==> src/rtl/fspg_pkg.sv <==
// Package with constants and types of the frame sync phase pulse generator
package fspg_pkg;

    localparam int DIV_W = 20;
    localparam int PH_W = 10;
    localparam int PW_W = 16;

    localparam logic [7:0] OFF_FS_CTL = 8'h00;
    localparam logic [7:0] OFF_CLK_CTL = 8'h04;
    localparam logic [7:0] OFF_WIDTH = 8'h08;
    localparam logic [7:0] OFF_SYNC = 8'h0C;
    localparam logic [7:0] OFF_STATUS = 8'h10;

    localparam int EN_BIT = 31;
    localparam int SRC_PIN_BIT = 30;
    localparam int PH_LSB = 20;
    localparam int DIV_LSB = 0;
    localparam int PW_LSB = 0;
    localparam int STB_LSB = 0;
    localparam int INV_LSB = 16;
    localparam int SYNC_ARM_A = 0;
    localparam int SYNC_ARM_B = 16;
    localparam int SYNC_PCLK = 8;

    localparam logic [31:0] REG_RESET = 32'h0000_0000;
    localparam logic [1:0] TRIG_DELAY = 2'h3;
    localparam logic [1:0] RESP_OKAY = 2'h0;
    localparam logic [1:0] RESP_SLVERR = 2'h2;

    typedef enum logic [1:0] {
        RUN_OFF = 2'b00,
        RUN_WAIT_TRIG = 2'b01,
        RUN_DELAY = 2'b10,
        RUN_ON = 2'b11
    } fspg_run_t;

    typedef enum logic [1:0] {
        OS_IDLE = 2'b00,
        OS_SEEK = 2'b01,
        OS_PULSE = 2'b10,
        OS_DONE = 2'b11
    } fspg_os_t;

    typedef struct packed {
        logic [2:0] xtal;
        logic [2:0] pin;
        logic [2:0] stb;
        logic [2:0] trg;
    } fspg_sync_t;

    typedef struct packed {
        logic [31:0] fs_ctl;
        logic [31:0] clk_ctl;
        logic [31:0] width;
        logic [31:0] sync;
        fspg_sync_t pipe;
        logic xtal_st;
        logic pin_st;
        logic stb_st;
        logic trg_st;
        logic tog;
        fspg_run_t run;
        logic [1:0] dly;
        logic [DIV_W-1:0] cc;
        logic [DIV_W-1:0] fc;
        fspg_os_t os;
        logic os_n;
        logic clk_out;
        logic fs_out;
        logic aw_have;
        logic [7:0] awaddr;
        logic w_have;
        logic [31:0] wdata;
        logic [3:0] wstrb;
        logic bvalid;
        logic [1:0] bresp;
        logic rvalid;
        logic [31:0] rdata;
        logic [1:0] rresp;
    } fspg_state_t;

endpackage

==> src/rtl/fspg_top.sv <==
// Frame sync phase pulse generator with serial clock divider and AXI4-Lite registers
// Function
// RQ1 - Phase is 20 bits: upper ten from fs control, lower ten from clock control.
// RQ2 - Both phase halves sit in bits 29 to 20 of their control words.
// RQ3 - Frame sync divisor is bits 19 to 0 of fs control word.
// RQ4 - Software uses one source and fs divisor a multiple of clock divisor.
// RQ5 - Software enables and disables clock and frame sync in one write.
// RQ6 - Phase zero: rise together; phase N: frame sync N input periods earlier; the code raises frame sync N input periods after the clock.
// RQ7 - Zero phase, equal divisors, shared source, joint enable: positive edges align.
// RQ8 - On enable, fs divider starts as if divisor minus phase cycles elapsed.
// RQ9 - Normal mode: frame sync high for programmed 16-bit count of periods.
// RQ10 - High count is read from the pulse width word fields.
// RQ11 - Zero count gives high time of divisor halved, rounded down.
// RQ12 - Divisor other than zero or one: normal divider, output is input over divisor.
// RQ13 - Bypass uses bits 1-0 as one-shot select, 17-16 as invert.
// RQ14 - Bypass without one-shot passes input through, optionally inverted.
// RQ15 - Bypass with one-shot emits one pulse one strobe period wide.
// RQ16 - Pulse starts on second strobe rise after clock rise, or fall if inverted.
// RQ17 - External trigger armed only when sync bits 0 and 16 are set.
// RQ18 - Armed trigger holds outputs off until a rising trigger edge.
// RQ19 - Outputs start three input periods after the trigger edge.
// RQ20 - For I2S software sets phase to half the clock divisor.
// RQ21 - Everything runs on the peripheral clock, sampling inputs in that domain.
`timescale 1ns/1ps
module fspg_top import fspg_pkg::*; #(
    parameter int DIV_WIDTH = DIV_W,
    parameter int PW_WIDTH = PW_W
) (
    input wire logic aclk,
    input wire logic aresetn,
    input wire logic s_axi_awvalid,
    output logic s_axi_awready,
    input wire logic [7:0] s_axi_awaddr,
    input wire logic [2:0] s_axi_awprot,
    input wire logic s_axi_wvalid,
    output logic s_axi_wready,
    input wire logic [31:0] s_axi_wdata,
    input wire logic [3:0] s_axi_wstrb,
    output logic s_axi_bvalid,
    input wire logic s_axi_bready,
    output logic [1:0] s_axi_bresp,
    input wire logic s_axi_arvalid,
    output logic s_axi_arready,
    input wire logic [7:0] s_axi_araddr,
    input wire logic [2:0] s_axi_arprot,
    output logic s_axi_rvalid,
    input wire logic s_axi_rready,
    output logic [31:0] s_axi_rdata,
    output logic [1:0] s_axi_rresp,
    input wire logic crystal_clock_input,
    input wire logic routed_clock_input,
    input wire logic strobe_source_input,
    input wire logic ext_trigger_input,
    output logic serial_clock_out,
    output logic fs_out
);

    // Field widths are tied to the register layout
    if (DIV_WIDTH != DIV_W || PW_WIDTH != PW_W) begin : g_bad_width
        $error("Field widths are fixed by the register layout");
    end

    fspg_state_t s_q;
    fspg_state_t s_d;

    logic pclk_sel;
    logic clk_en;
    logic fs_en;
    logic [DIV_W-1:0] clk_div;
    logic [DIV_W-1:0] fs_div;
    logic [DIV_W-1:0] phase;
    logic [DIV_W-1:0] width;
    logic [DIV_W-1:0] fs_start;
    logic clk_byp;
    logic fs_byp;
    logic one_shot_select;
    logic fs_invert;
    logic trig_armed;
    logic clk_lvl;
    logic clk_rise;
    logic fs_lvl;
    logic fs_tick;
    logic fs_rise;
    logic fs_fall;
    logic stb_rise;
    logic trg_rise;
    logic go;
    logic os_active;
    logic os_edge;
    logic [DIV_W-1:0] cc_n;
    logic [DIV_W-1:0] fc_n;
    logic wr_fire;
    logic [31:0] rd_val;
    logic rd_ok;

    // Byte lanes merged one by one
    function automatic logic [31:0] merge(
        input logic [31:0] old,
        input logic [31:0] data,
        input logic [3:0] strb
    );
        logic [31:0] r;
        r = old;
        for (int i = 0; i < 4; i++) begin
            if (strb[i]) begin
                r[8*i +: 8] = data[8*i +: 8];
            end
        end
        return r;
    endfunction

    always_comb begin
        s_d = s_q;

        // Control fields
        pclk_sel = s_q.sync[SYNC_PCLK];
        clk_en = s_q.clk_ctl[EN_BIT];
        fs_en = s_q.fs_ctl[EN_BIT];
        clk_div = s_q.clk_ctl[DIV_LSB +: DIV_W];
        fs_div = s_q.fs_ctl[DIV_LSB +: DIV_W]; // see RQ3
        phase = {s_q.fs_ctl[PH_LSB +: PH_W], s_q.clk_ctl[PH_LSB +: PH_W]}; // see RQ1 see RQ2
        width = {{(DIV_W-PW_W){1'b0}}, s_q.width[PW_LSB +: PW_W]}; // see RQ10
        if (width == '0) begin
            width = fs_div >> 1; // see RQ11
        end
        clk_byp = clk_div < 20'h00002;
        fs_byp = fs_div < 20'h00002; // see RQ12
        one_shot_select = s_q.width[STB_LSB +: 2] != 2'h0; // see RQ13
        fs_invert = s_q.width[INV_LSB +: 2] != 2'h0; // see RQ13
        trig_armed = s_q.sync[SYNC_ARM_A] & s_q.sync[SYNC_ARM_B]; // see RQ17

        // Three-stage sampling; a level counts once stages two and three agree
        s_d.pipe.xtal = {s_q.pipe.xtal[1:0], crystal_clock_input}; // see RQ21
        s_d.pipe.pin = {s_q.pipe.pin[1:0], routed_clock_input};
        s_d.pipe.stb = {s_q.pipe.stb[1:0], strobe_source_input};
        s_d.pipe.trg = {s_q.pipe.trg[1:0], ext_trigger_input};
        if (s_q.pipe.xtal[1] == s_q.pipe.xtal[2]) begin
            s_d.xtal_st = s_q.pipe.xtal[2];
        end
        if (s_q.pipe.pin[1] == s_q.pipe.pin[2]) begin
            s_d.pin_st = s_q.pipe.pin[2];
        end
        if (s_q.pipe.stb[1] == s_q.pipe.stb[2]) begin
            s_d.stb_st = s_q.pipe.stb[2];
        end
        if (s_q.pipe.trg[1] == s_q.pipe.trg[2]) begin
            s_d.trg_st = s_q.pipe.trg[2];
        end
        s_d.tog = ~s_q.tog;
        stb_rise = s_d.stb_st & ~s_q.stb_st;
        trg_rise = s_d.trg_st & ~s_q.trg_st;

        // Peripheral clock source ticks every cycle, shown as a half-rate level
        if (pclk_sel) begin
            clk_lvl = s_q.tog;
            clk_rise = 1'b1;
            fs_lvl = s_q.tog;
            fs_rise = 1'b1;
            fs_fall = 1'b1;
        end else begin
            clk_lvl = s_q.clk_ctl[SRC_PIN_BIT] ? s_d.pin_st : s_d.xtal_st;
            clk_rise = s_q.clk_ctl[SRC_PIN_BIT] ? (s_d.pin_st & ~s_q.pin_st)
                                                : (s_d.xtal_st & ~s_q.xtal_st);
            fs_lvl = s_q.fs_ctl[SRC_PIN_BIT] ? s_d.pin_st : s_d.xtal_st;
            fs_rise = s_q.fs_ctl[SRC_PIN_BIT] ? (s_d.pin_st & ~s_q.pin_st)
                                              : (s_d.xtal_st & ~s_q.xtal_st);
            fs_fall = s_q.fs_ctl[SRC_PIN_BIT] ? (~s_d.pin_st & s_q.pin_st)
                                              : (~s_d.xtal_st & s_q.xtal_st);
        end
        fs_tick = fs_rise;

        // Divider starts as though divisor minus phase periods already passed
        if (phase == '0 || phase >= fs_div) begin
            fs_start = '0;
        end else begin
            fs_start = fs_div - phase; // see RQ8 see RQ6
        end

        // Run control shared by clock and frame sync
        go = clk_en | fs_en;
        cc_n = s_q.cc;
        fc_n = s_q.fc;
        case (s_q.run)
            RUN_OFF: begin
                if (go) begin
                    cc_n = '0;
                    fc_n = fs_start; // see RQ7
                    if (trig_armed) begin
                        s_d.run = RUN_WAIT_TRIG; // see RQ18
                    end else begin
                        s_d.run = RUN_ON;
                    end
                end
            end
            RUN_WAIT_TRIG: begin
                if (trg_rise) begin
                    s_d.run = RUN_DELAY;
                    s_d.dly = 2'h0;
                end
            end
            RUN_DELAY: begin
                if (clk_rise) begin
                    s_d.dly = s_q.dly + 2'h1;
                    if (s_q.dly == TRIG_DELAY - 2'h1) begin
                        s_d.run = RUN_ON; // see RQ19
                        cc_n = '0;
                        fc_n = fs_start;
                    end
                end
            end
            RUN_ON: begin
                if (clk_rise) begin
                    cc_n = (s_q.cc >= clk_div - 20'h00001) ? '0 : s_q.cc + 20'h00001;
                end
                if (fs_tick) begin
                    fc_n = (s_q.fc >= fs_div - 20'h00001) ? '0 : s_q.fc + 20'h00001;
                end
            end
            default: begin
                s_d.run = RUN_OFF;
            end
        endcase
        if (!go) begin
            s_d.run = RUN_OFF;
        end
        s_d.cc = cc_n;
        s_d.fc = fc_n;

        // One-shot strobe: second strobe rise after the chosen clock edge
        os_active = fs_en && fs_byp && one_shot_select && s_q.run == RUN_ON;
        os_edge = fs_invert ? fs_fall : fs_rise; // see RQ16
        s_d.os_n = s_q.os_n;
        case (s_q.os)
            OS_IDLE: begin
                if (os_active && os_edge) begin
                    s_d.os = OS_SEEK;
                    s_d.os_n = stb_rise;
                end
            end
            OS_SEEK: begin
                if (stb_rise) begin
                    if (s_q.os_n) begin
                        s_d.os = OS_PULSE; // see RQ16
                    end else begin
                        s_d.os_n = 1'b1;
                    end
                end
            end
            OS_PULSE: begin
                if (stb_rise) begin
                    s_d.os = OS_DONE; // see RQ15
                end
            end
            OS_DONE: begin
                s_d.os = OS_DONE;
            end
            default: begin
                s_d.os = OS_IDLE;
            end
        endcase
        if (!os_active) begin
            s_d.os = OS_IDLE;
        end

        // Outputs come from the next counter values so they leave flip-flops
        if (s_d.run != RUN_ON || !clk_en) begin
            s_d.clk_out = 1'b0;
        end else if (clk_byp) begin
            s_d.clk_out = clk_lvl;
        end else begin
            s_d.clk_out = cc_n < (clk_div >> 1);
        end
        if (s_d.run != RUN_ON || !fs_en) begin
            s_d.fs_out = 1'b0; // see RQ18
        end else if (fs_byp && one_shot_select) begin
            s_d.fs_out = s_d.os == OS_PULSE; // see RQ15
        end else if (fs_byp) begin
            s_d.fs_out = fs_lvl ^ fs_invert; // see RQ14
        end else begin
            s_d.fs_out = fc_n < width; // see RQ9 see RQ12
        end

        // AXI4-Lite write: address and data taken in either order
        if (s_axi_awvalid && s_axi_awready) begin
            s_d.aw_have = 1'b1;
            s_d.awaddr = s_axi_awaddr;
        end
        if (s_axi_wvalid && s_axi_wready) begin
            s_d.w_have = 1'b1;
            s_d.wdata = s_axi_wdata;
            s_d.wstrb = s_axi_wstrb;
        end
        wr_fire = s_q.aw_have && s_q.w_have && !s_q.bvalid;
        if (wr_fire) begin
            s_d.aw_have = 1'b0;
            s_d.w_have = 1'b0;
            s_d.bvalid = 1'b1;
            s_d.bresp = RESP_OKAY;
            // Dividers share one run state, so staggered enables stay in step
            case ({s_q.awaddr[7:2], 2'b00})
                OFF_FS_CTL: s_d.fs_ctl = merge(s_q.fs_ctl, s_q.wdata, s_q.wstrb);
                OFF_CLK_CTL: s_d.clk_ctl = merge(s_q.clk_ctl, s_q.wdata, s_q.wstrb);
                OFF_WIDTH: s_d.width = merge(s_q.width, s_q.wdata, s_q.wstrb);
                OFF_SYNC: s_d.sync = merge(s_q.sync, s_q.wdata, s_q.wstrb);
                OFF_STATUS: s_d.bresp = RESP_OKAY;
                default: s_d.bresp = RESP_SLVERR;
            endcase
        end
        if (s_q.bvalid && s_axi_bready) begin
            s_d.bvalid = 1'b0;
        end

        // AXI4-Lite read
        rd_ok = 1'b1;
        case ({s_axi_araddr[7:2], 2'b00})
            OFF_FS_CTL: rd_val = s_q.fs_ctl;
            OFF_CLK_CTL: rd_val = s_q.clk_ctl;
            OFF_WIDTH: rd_val = s_q.width;
            OFF_SYNC: rd_val = s_q.sync;
            OFF_STATUS: rd_val = {25'h0000000, s_q.os, s_q.run,
                                  trig_armed, s_q.fs_out, s_q.clk_out};
            default: begin
                rd_val = 32'h0000_0000;
                rd_ok = 1'b0;
            end
        endcase
        if (s_axi_arvalid && s_axi_arready) begin
            s_d.rvalid = 1'b1;
            s_d.rdata = rd_val;
            s_d.rresp = rd_ok ? RESP_OKAY : RESP_SLVERR;
        end else if (s_q.rvalid && s_axi_rready) begin
            s_d.rvalid = 1'b0;
        end
    end

    always_ff @(posedge aclk) begin
        if (!aresetn) begin
            s_q <= '0;
            s_q.fs_ctl <= REG_RESET;
            s_q.clk_ctl <= REG_RESET;
            s_q.width <= REG_RESET;
            s_q.sync <= REG_RESET;
            s_q.run <= RUN_OFF;
            s_q.os <= OS_IDLE;
        end else begin
            s_q <= s_d;
        end
    end

    // Handshakes stay combinational; one write and one read in flight
    assign s_axi_awready = !s_q.aw_have && !s_q.bvalid;
    assign s_axi_wready = !s_q.w_have && !s_q.bvalid;
    assign s_axi_bvalid = s_q.bvalid;
    assign s_axi_bresp = s_q.bresp;
    assign s_axi_arready = !s_q.rvalid;
    assign s_axi_rvalid = s_q.rvalid;
    assign s_axi_rdata = s_q.rdata;
    assign s_axi_rresp = s_q.rresp;
    assign serial_clock_out = s_q.clk_out;
    assign fs_out = s_q.fs_out;

endmodule

==> config.mk <==
export PLATFORM = sky130hd
export DESIGN_NAME = fspg_top
export DESIGN_NICKNAME = d
export VERILOG_FILES = /design/src/rtl/fspg_pkg.sv /design/src/rtl/fspg_top.sv
export SDC_FILE = /design/constraint.sdc
export NUM_CORES = 1
export LEC_CHECK = 0
export ABC_CLOCK_PERIOD_IN_PS = 11550
export BUFFER_PORTS_ARGS = -buffer_cell sky130_fd_sc_hd__buf_2
export CAP_MARGIN = 20
export CELL_PAD_IN_SITES_DETAIL_PLACEMENT = 0
export CELL_PAD_IN_SITES_GLOBAL_PLACEMENT = 1
export CORE_AREA = 8 8 207 209
export CTS_CLUSTER_SIZE = 16
export DETAILED_ROUTE_END_ITERATION = 8
export DIE_AREA = 0 0 215 217
export MAX_ROUTING_LAYER = met4
export PLACE_DENSITY = 0.81
export SLEW_MARGIN = 30
export SYNTH_ARGS = -nofsm -noshare
export SYNTH_HDL_FRONTEND = slang
export SYNTH_SLANG_ARGS = --single-unit
==> constraint.sdc <==
create_clock -name aclk -period 11.55 [get_ports aclk]
set_input_delay 2.31 -clock aclk [delete_from_list [all_inputs] [get_ports aclk]]
set_output_delay 2.31 -clock aclk [all_outputs]
set_load 0.02 [all_outputs]
==> Yosys cells after proc, flatten, opt, wreduce, memory -nomap -nowiden <==
Cells that the tools add are included.
W data, S select, Z words.
{ "classes": {"addsub": 6, "order_cmp": 7, "n_eq_ne": 25, "mux": 52, "n_bitwise": 17, "reduce_logical": 58} }
{ "op_table": {"columns": ["op", "count"], "rows": [
  ["$mux W20", 11],
  ["$pmux W32 S5", 1],
  ["$pmux W20 S3", 2],
  ["$ge A20 B20 Y1", 3],
  ["$reduce_and A3 Y1", 18],
  ["$add A20 B1 Y20 const B", 2],
  ["$lt A20 B19 Y1", 2],
  ["$lt A20 B2 Y1 const B", 2],
  ["$sub A20 B1 Y20 const B", 2],
  ["$eq A6 B2 Y1 const B", 4],
  ["$mux W1", 21],
  ["$logic_not A20 Y1", 1],
  ["$sub A20 B20 Y20", 1],
  ["$mux W19", 1],
  ["$logic_not A16 Y1", 1],
  ["$mux W2", 8],
  ["$logic_and A1 B1 Y1", 14],
  ["$eq A2 B2 Y1 const B", 6],
  ["$eq A6 B1 Y1 const B", 2],
  ["$eq A6 B3 Y1 const B", 2],
  ["$logic_not A6 Y1", 2],
  ["$ne A2 B2 Y1 const B", 5],
  ["$reduce_bool A2 Y1", 5],
  ["$reduce_or A5 Y1", 2],
  ["other kinds (17)", 47]
]} }
{ "totals": {"regBits": 278, "output_inout_bits": 43, "elab_cells": 208} }

==> Longest topological paths before layout <==
{ "logic_depth": {"ltp_word": 13, "ltp_mapped": 27, "ltp_nobuf": 26} }

==> Worst setup path before layout <==
Ideal clock, no wire load.
{ "synth_timing": {"kind": "reg2reg", "startpoint": "register s_q, in the netlist clk_div[2]", "endpoint": "register s_q, in the netlist serial_clock_out", "setup_time_ns": 0.060, "arrival_time_ns": 5.672, "slack_ns": 5.818, "stages_incl_launch_ff": 25, "period_less_slack_ns": 5.732, "path_cell_list": "dfxtp_1 > inv_1 > nand3_1 > nor3_1 > nand2_1 > nor4_1 > nand2_1 > nor4_1 > xnor2_1 > ha_1 > and2_0 > a221o_1 > a2111oi_4 > o21ai_1 > or4b_1 > a21oi_1 > ha_1 > and4_1 > a2111oi_0 > o211a_1 > o21ai_0 > nor4_1 > a21oi_1 > o41ai_1 > and3_1"} }
{ "synth_via": {"elab_chain_cells": 7} }
{ "synth_rtl": {"columns": ["element", "line", "source"], "rows": [
  ["start: declaration", "fspg_top.sv:63", "fspg_state_t s_q;"],
  ["$sub A20 B1 Y20", "fspg_top.sv:213", "cc_n = (s_q.cc >= clk_div - 20'h00001) ? '0 : s_q.cc + 20'h00001;"],
  ["$ge A20 B20 Y1", "fspg_top.sv:213", null],
  ["$mux W20", "fspg_top.sv:213", null],
  ["$mux W20", "fspg_top.sv:212", "if (clk_rise) begin"],
  ["$pmux W20 S3", "fspg_top.sv:183", "case (s_q.run)"],
  ["net cc_n[15]", "fspg_top.sv:90", "logic [DIV_W-1:0] cc_n;"],
  ["$lt A20 B19 Y1", "fspg_top.sv:271", "s_d.clk_out = cc_n < (clk_div >> 1);"],
  ["$mux W1", "fspg_top.sv:268", "end else if (clk_byp) begin"]
]} }
The timed path passes the listed nets, and every way through them passes these cells.
A chain may end at the register's enable or synchronous reset.

==> Worst setup path after layout <==
{ "layout_timing": {"startpoint": "register s_q, in the netlist clk_div[3]", "endpoint": "register s_q, in the netlist serial_clock_out"} }
The elaborated chain is that of the path after synthesis.

==> metrics.txt <==
run status completed; clock buffers created by TritonCTS 31; number of DRC violations after detailed-routing iteration 0 937; footprint of the flip-flops and latches roughly 5500 sq um; commonest non-fill, non-tap cell in the layout sky130_fd_sc_hd__dfxtp_1; standard-cell rows 73; # IOs 112; number of synthesized register bits 274; I/O Buffers 99; RSZ-0062 raised after global routing false; Setup Buffers After CTS 0; overall track demand over capacity in global routing 0.1996; Peak Freq 133.6 MHz; slowest cell on the critical path sky130_fd_sc_hd__a2111oi_0; max cap viols 0; top fanout value on the critical path 19; die footprint 46660 sq um; IR Drop Worst-Case VDD 96.05 uV; non-filler cells, final 2382; setup clock skew after layout 0.01716 ns; dominant delay contributor by cell family on the critical path compound AO/OA/AOI/OAI gates; ratio of total power to cell area 124.1 nW/um^2; biggest cell delay along the critical path 0.71 ns; initial antenna violation count 1; fraction of layout instances using a drive strength above 1 0.1218; DR WL met3 ~2200 um; tightest slew margin relative to the limit 0.3666; Final Slew Violations 0; proportion of register bits with asynchronous set or reset after synthesis 0; commonest cells after routing, fill and taps aside sky130_fd_sc_hd__dfxtp_1, sky130_fd_sc_hd__nor2_1, sky130_fd_sc_hd__nand2_1; library cell appearing most often on the critical path sky130_fd_sc_hd__nor4_1; final critical path time including I/O delays and setup 7.486 ns; DR top layer met4; total wirelength of the detailed-routed design 46710 um; number of setup violations in the final report 0; routed wirelength normalized by instance count 19.61 um; data arrival time of the critical path 8.01 ns; Residual DRC 0; gate count after technology mapping around 1800; post-DP HPWL 35100 um; clk sink count 274; number of buffers on the longest clock path 3; capturing element type of the critical path register; number of buffer and inverter stages on the critical path 2; total number of H-tree levels 1; number of flops mapped to enable cells by yosys 0; mean post-synth cell area around 8.7 sq um; via count about 13000; die width about 220 um; post-synthesis cell type count 82; TritonCTS clock tree built; startpoint-to-endpoint class of the critical path register to register; largest net degree at the start of global routing approximately 120; cell area after technology mapping 15570 sq um; most area-consuming cells after synthesis sky130_fd_sc_hd__dfxtp_1, sky130_fd_sc_hd__mux2i_1, sky130_fd_sc_hd__ha_1; via count of the first global-routing pass 12930; Core Box Area 39460 sq um; share of Yosys cell area claimed by the top area cell type 0.3524; Met2 Wirelength around 21000 um; placed cell count between 2000 and 2500; final worst path period share 0.6482; area of the multi-input gates 9250 sq um; class of the worst hold path register to register; Root Driver sky130_fd_sc_hd__clkbuf_16; share of synthesized area occupied by flip-flops and latches 0.3524; iteration count of the initial detailed-routing pass 5; remaining number of nets flagged by the antenna check after routing 0; gpl congestion 0.9577; static leakage power around 8 nW; number of nets in the final layout 2003; number of filler cells placed in the layout 3966; ratio of routed vias to standard cells 5.618; setup tns final 0 ns; CTS Hold Bufs 0; global route overflow 0; area grow syn2layout 12.10%; flip-flop cell with the highest count after synthesis sky130_fd_sc_hd__dfxtp_1; Startpoint Class register; starting density of the core 0.3945; DIE HEIGHT 217 um; dominant cell type by area after synthesis sky130_fd_sc_hd__dfxtp_1; global-route wire length before repair about 74000 um; CP Data Required Time 12.08 ns; clock latency of the later-clocked register in the worst-skew pair 0.59 ns; Worst Tran Pin Value around 0.94 ns; detailed-routing wirelength on met1 about 22000 um; post_cts resized 0; Clock transition at path regs 0.06 ns; final hold vios 0; Synth warnings 0
-- metal layers --
metal,GRT usage,up-vias
li1,-,6492
met1,0.2636,6441
met2,0.3153,373
met3,0.02954,76
met4,0.05878,0
met5,-,-
-- final timing paths --
kind	from	endpoint	slack, ns	cells past startpoint
worst min-delay path	s_d[139]	s_d[140]	0.44	1
worst max-delay path	clk_div[3]	serial_clock_out	4.06	25
worst max register to register	clk_div[3]	serial_clock_out	4.06	25
worst min register to register	s_d[139]	s_d[140]	0.44	1
-- logic make-up (layout without fill, tap and decap cells) --
kind of cell,count (synthesis),after routing,synth area share
multiplexers,171,171,0.1358
other,1,4,0.0002409
XOR/XNOR,54,54,0.03038
flip-flops,274,274,0.3524
adder cells (fa/ha/maj),104,104,0.08392
AO/OA/AOI/OAI,331,331,0.1361
AND/OR/NAND/NOR,677,677,0.2071
buffers and inverters,185,242,0.05418
-- area by class of cell --
| type | count | area share |
|---|---|---|
| antenna | 2 | 0.0002868 |
| clock buffer | 40 | 0.04984 |
| clock inverter | 16 | 0.01513 |
| inverter | 69 | 0.01513 |
| multi-input combinational | 1339 | 0.5301 |
| sequential | 274 | 0.3144 |
| tap | 525 | 0.03765 |
| timing repair buffer | 117 | 0.03750 |
-- synth_stat cells, types with 46 or more instances --
library cell,instances
sky130_fd_sc_hd__dfxtp_1,274
sky130_fd_sc_hd__nor2_1,228
sky130_fd_sc_hd__nand2_1,160
sky130_fd_sc_hd__mux2i_1,138
sky130_fd_sc_hd__a21oi_1,129
sky130_fd_sc_hd__ha_1,101
sky130_fd_sc_hd__inv_1,67
sky130_fd_sc_hd__clkbuf_1,66
sky130_fd_sc_hd__nand3_1,56
sky130_fd_sc_hd__and2_1,48
sky130_fd_sc_hd__o21ai_0,47
sky130_fd_sc_hd__nor3_1,46
-- metrics by stage --
stage          hold WS (ns)    util  worst slack [ns]  cell area (sq um)  total power [mW]
2_1_floorplan        0.4119       -             5.818              15570             1.066
3_3_place_gp         0.4206  0.4125             4.347              16280             1.101
3_5_place_dp         0.4268  0.4127             4.216              16280             1.103
4_1_cts              0.4454  0.4414             4.180              17420             2.189
5_1_grt              0.4559  0.4422             3.392              17450             2.243
6_report             0.4396  0.4422             4.064              17450             2.166
-- sequential cells by signal (all words and copies together) (netlist names), 8 cells and up --
name and count:
clk_div 20, phase 20, fs_div 20, s_d 8, s_q 165, s_axi_rdata 32
-- where the power goes --
part | total (mW) | switching, mW | internal [mW]
Sequential | 0.980 | 0.0190 | 0.961
Combinational | 0.104 | 0.0678 | 0.0360
Clock | 1.08 | 0.416 | 0.667
Power figures use the tool's default switching activity.
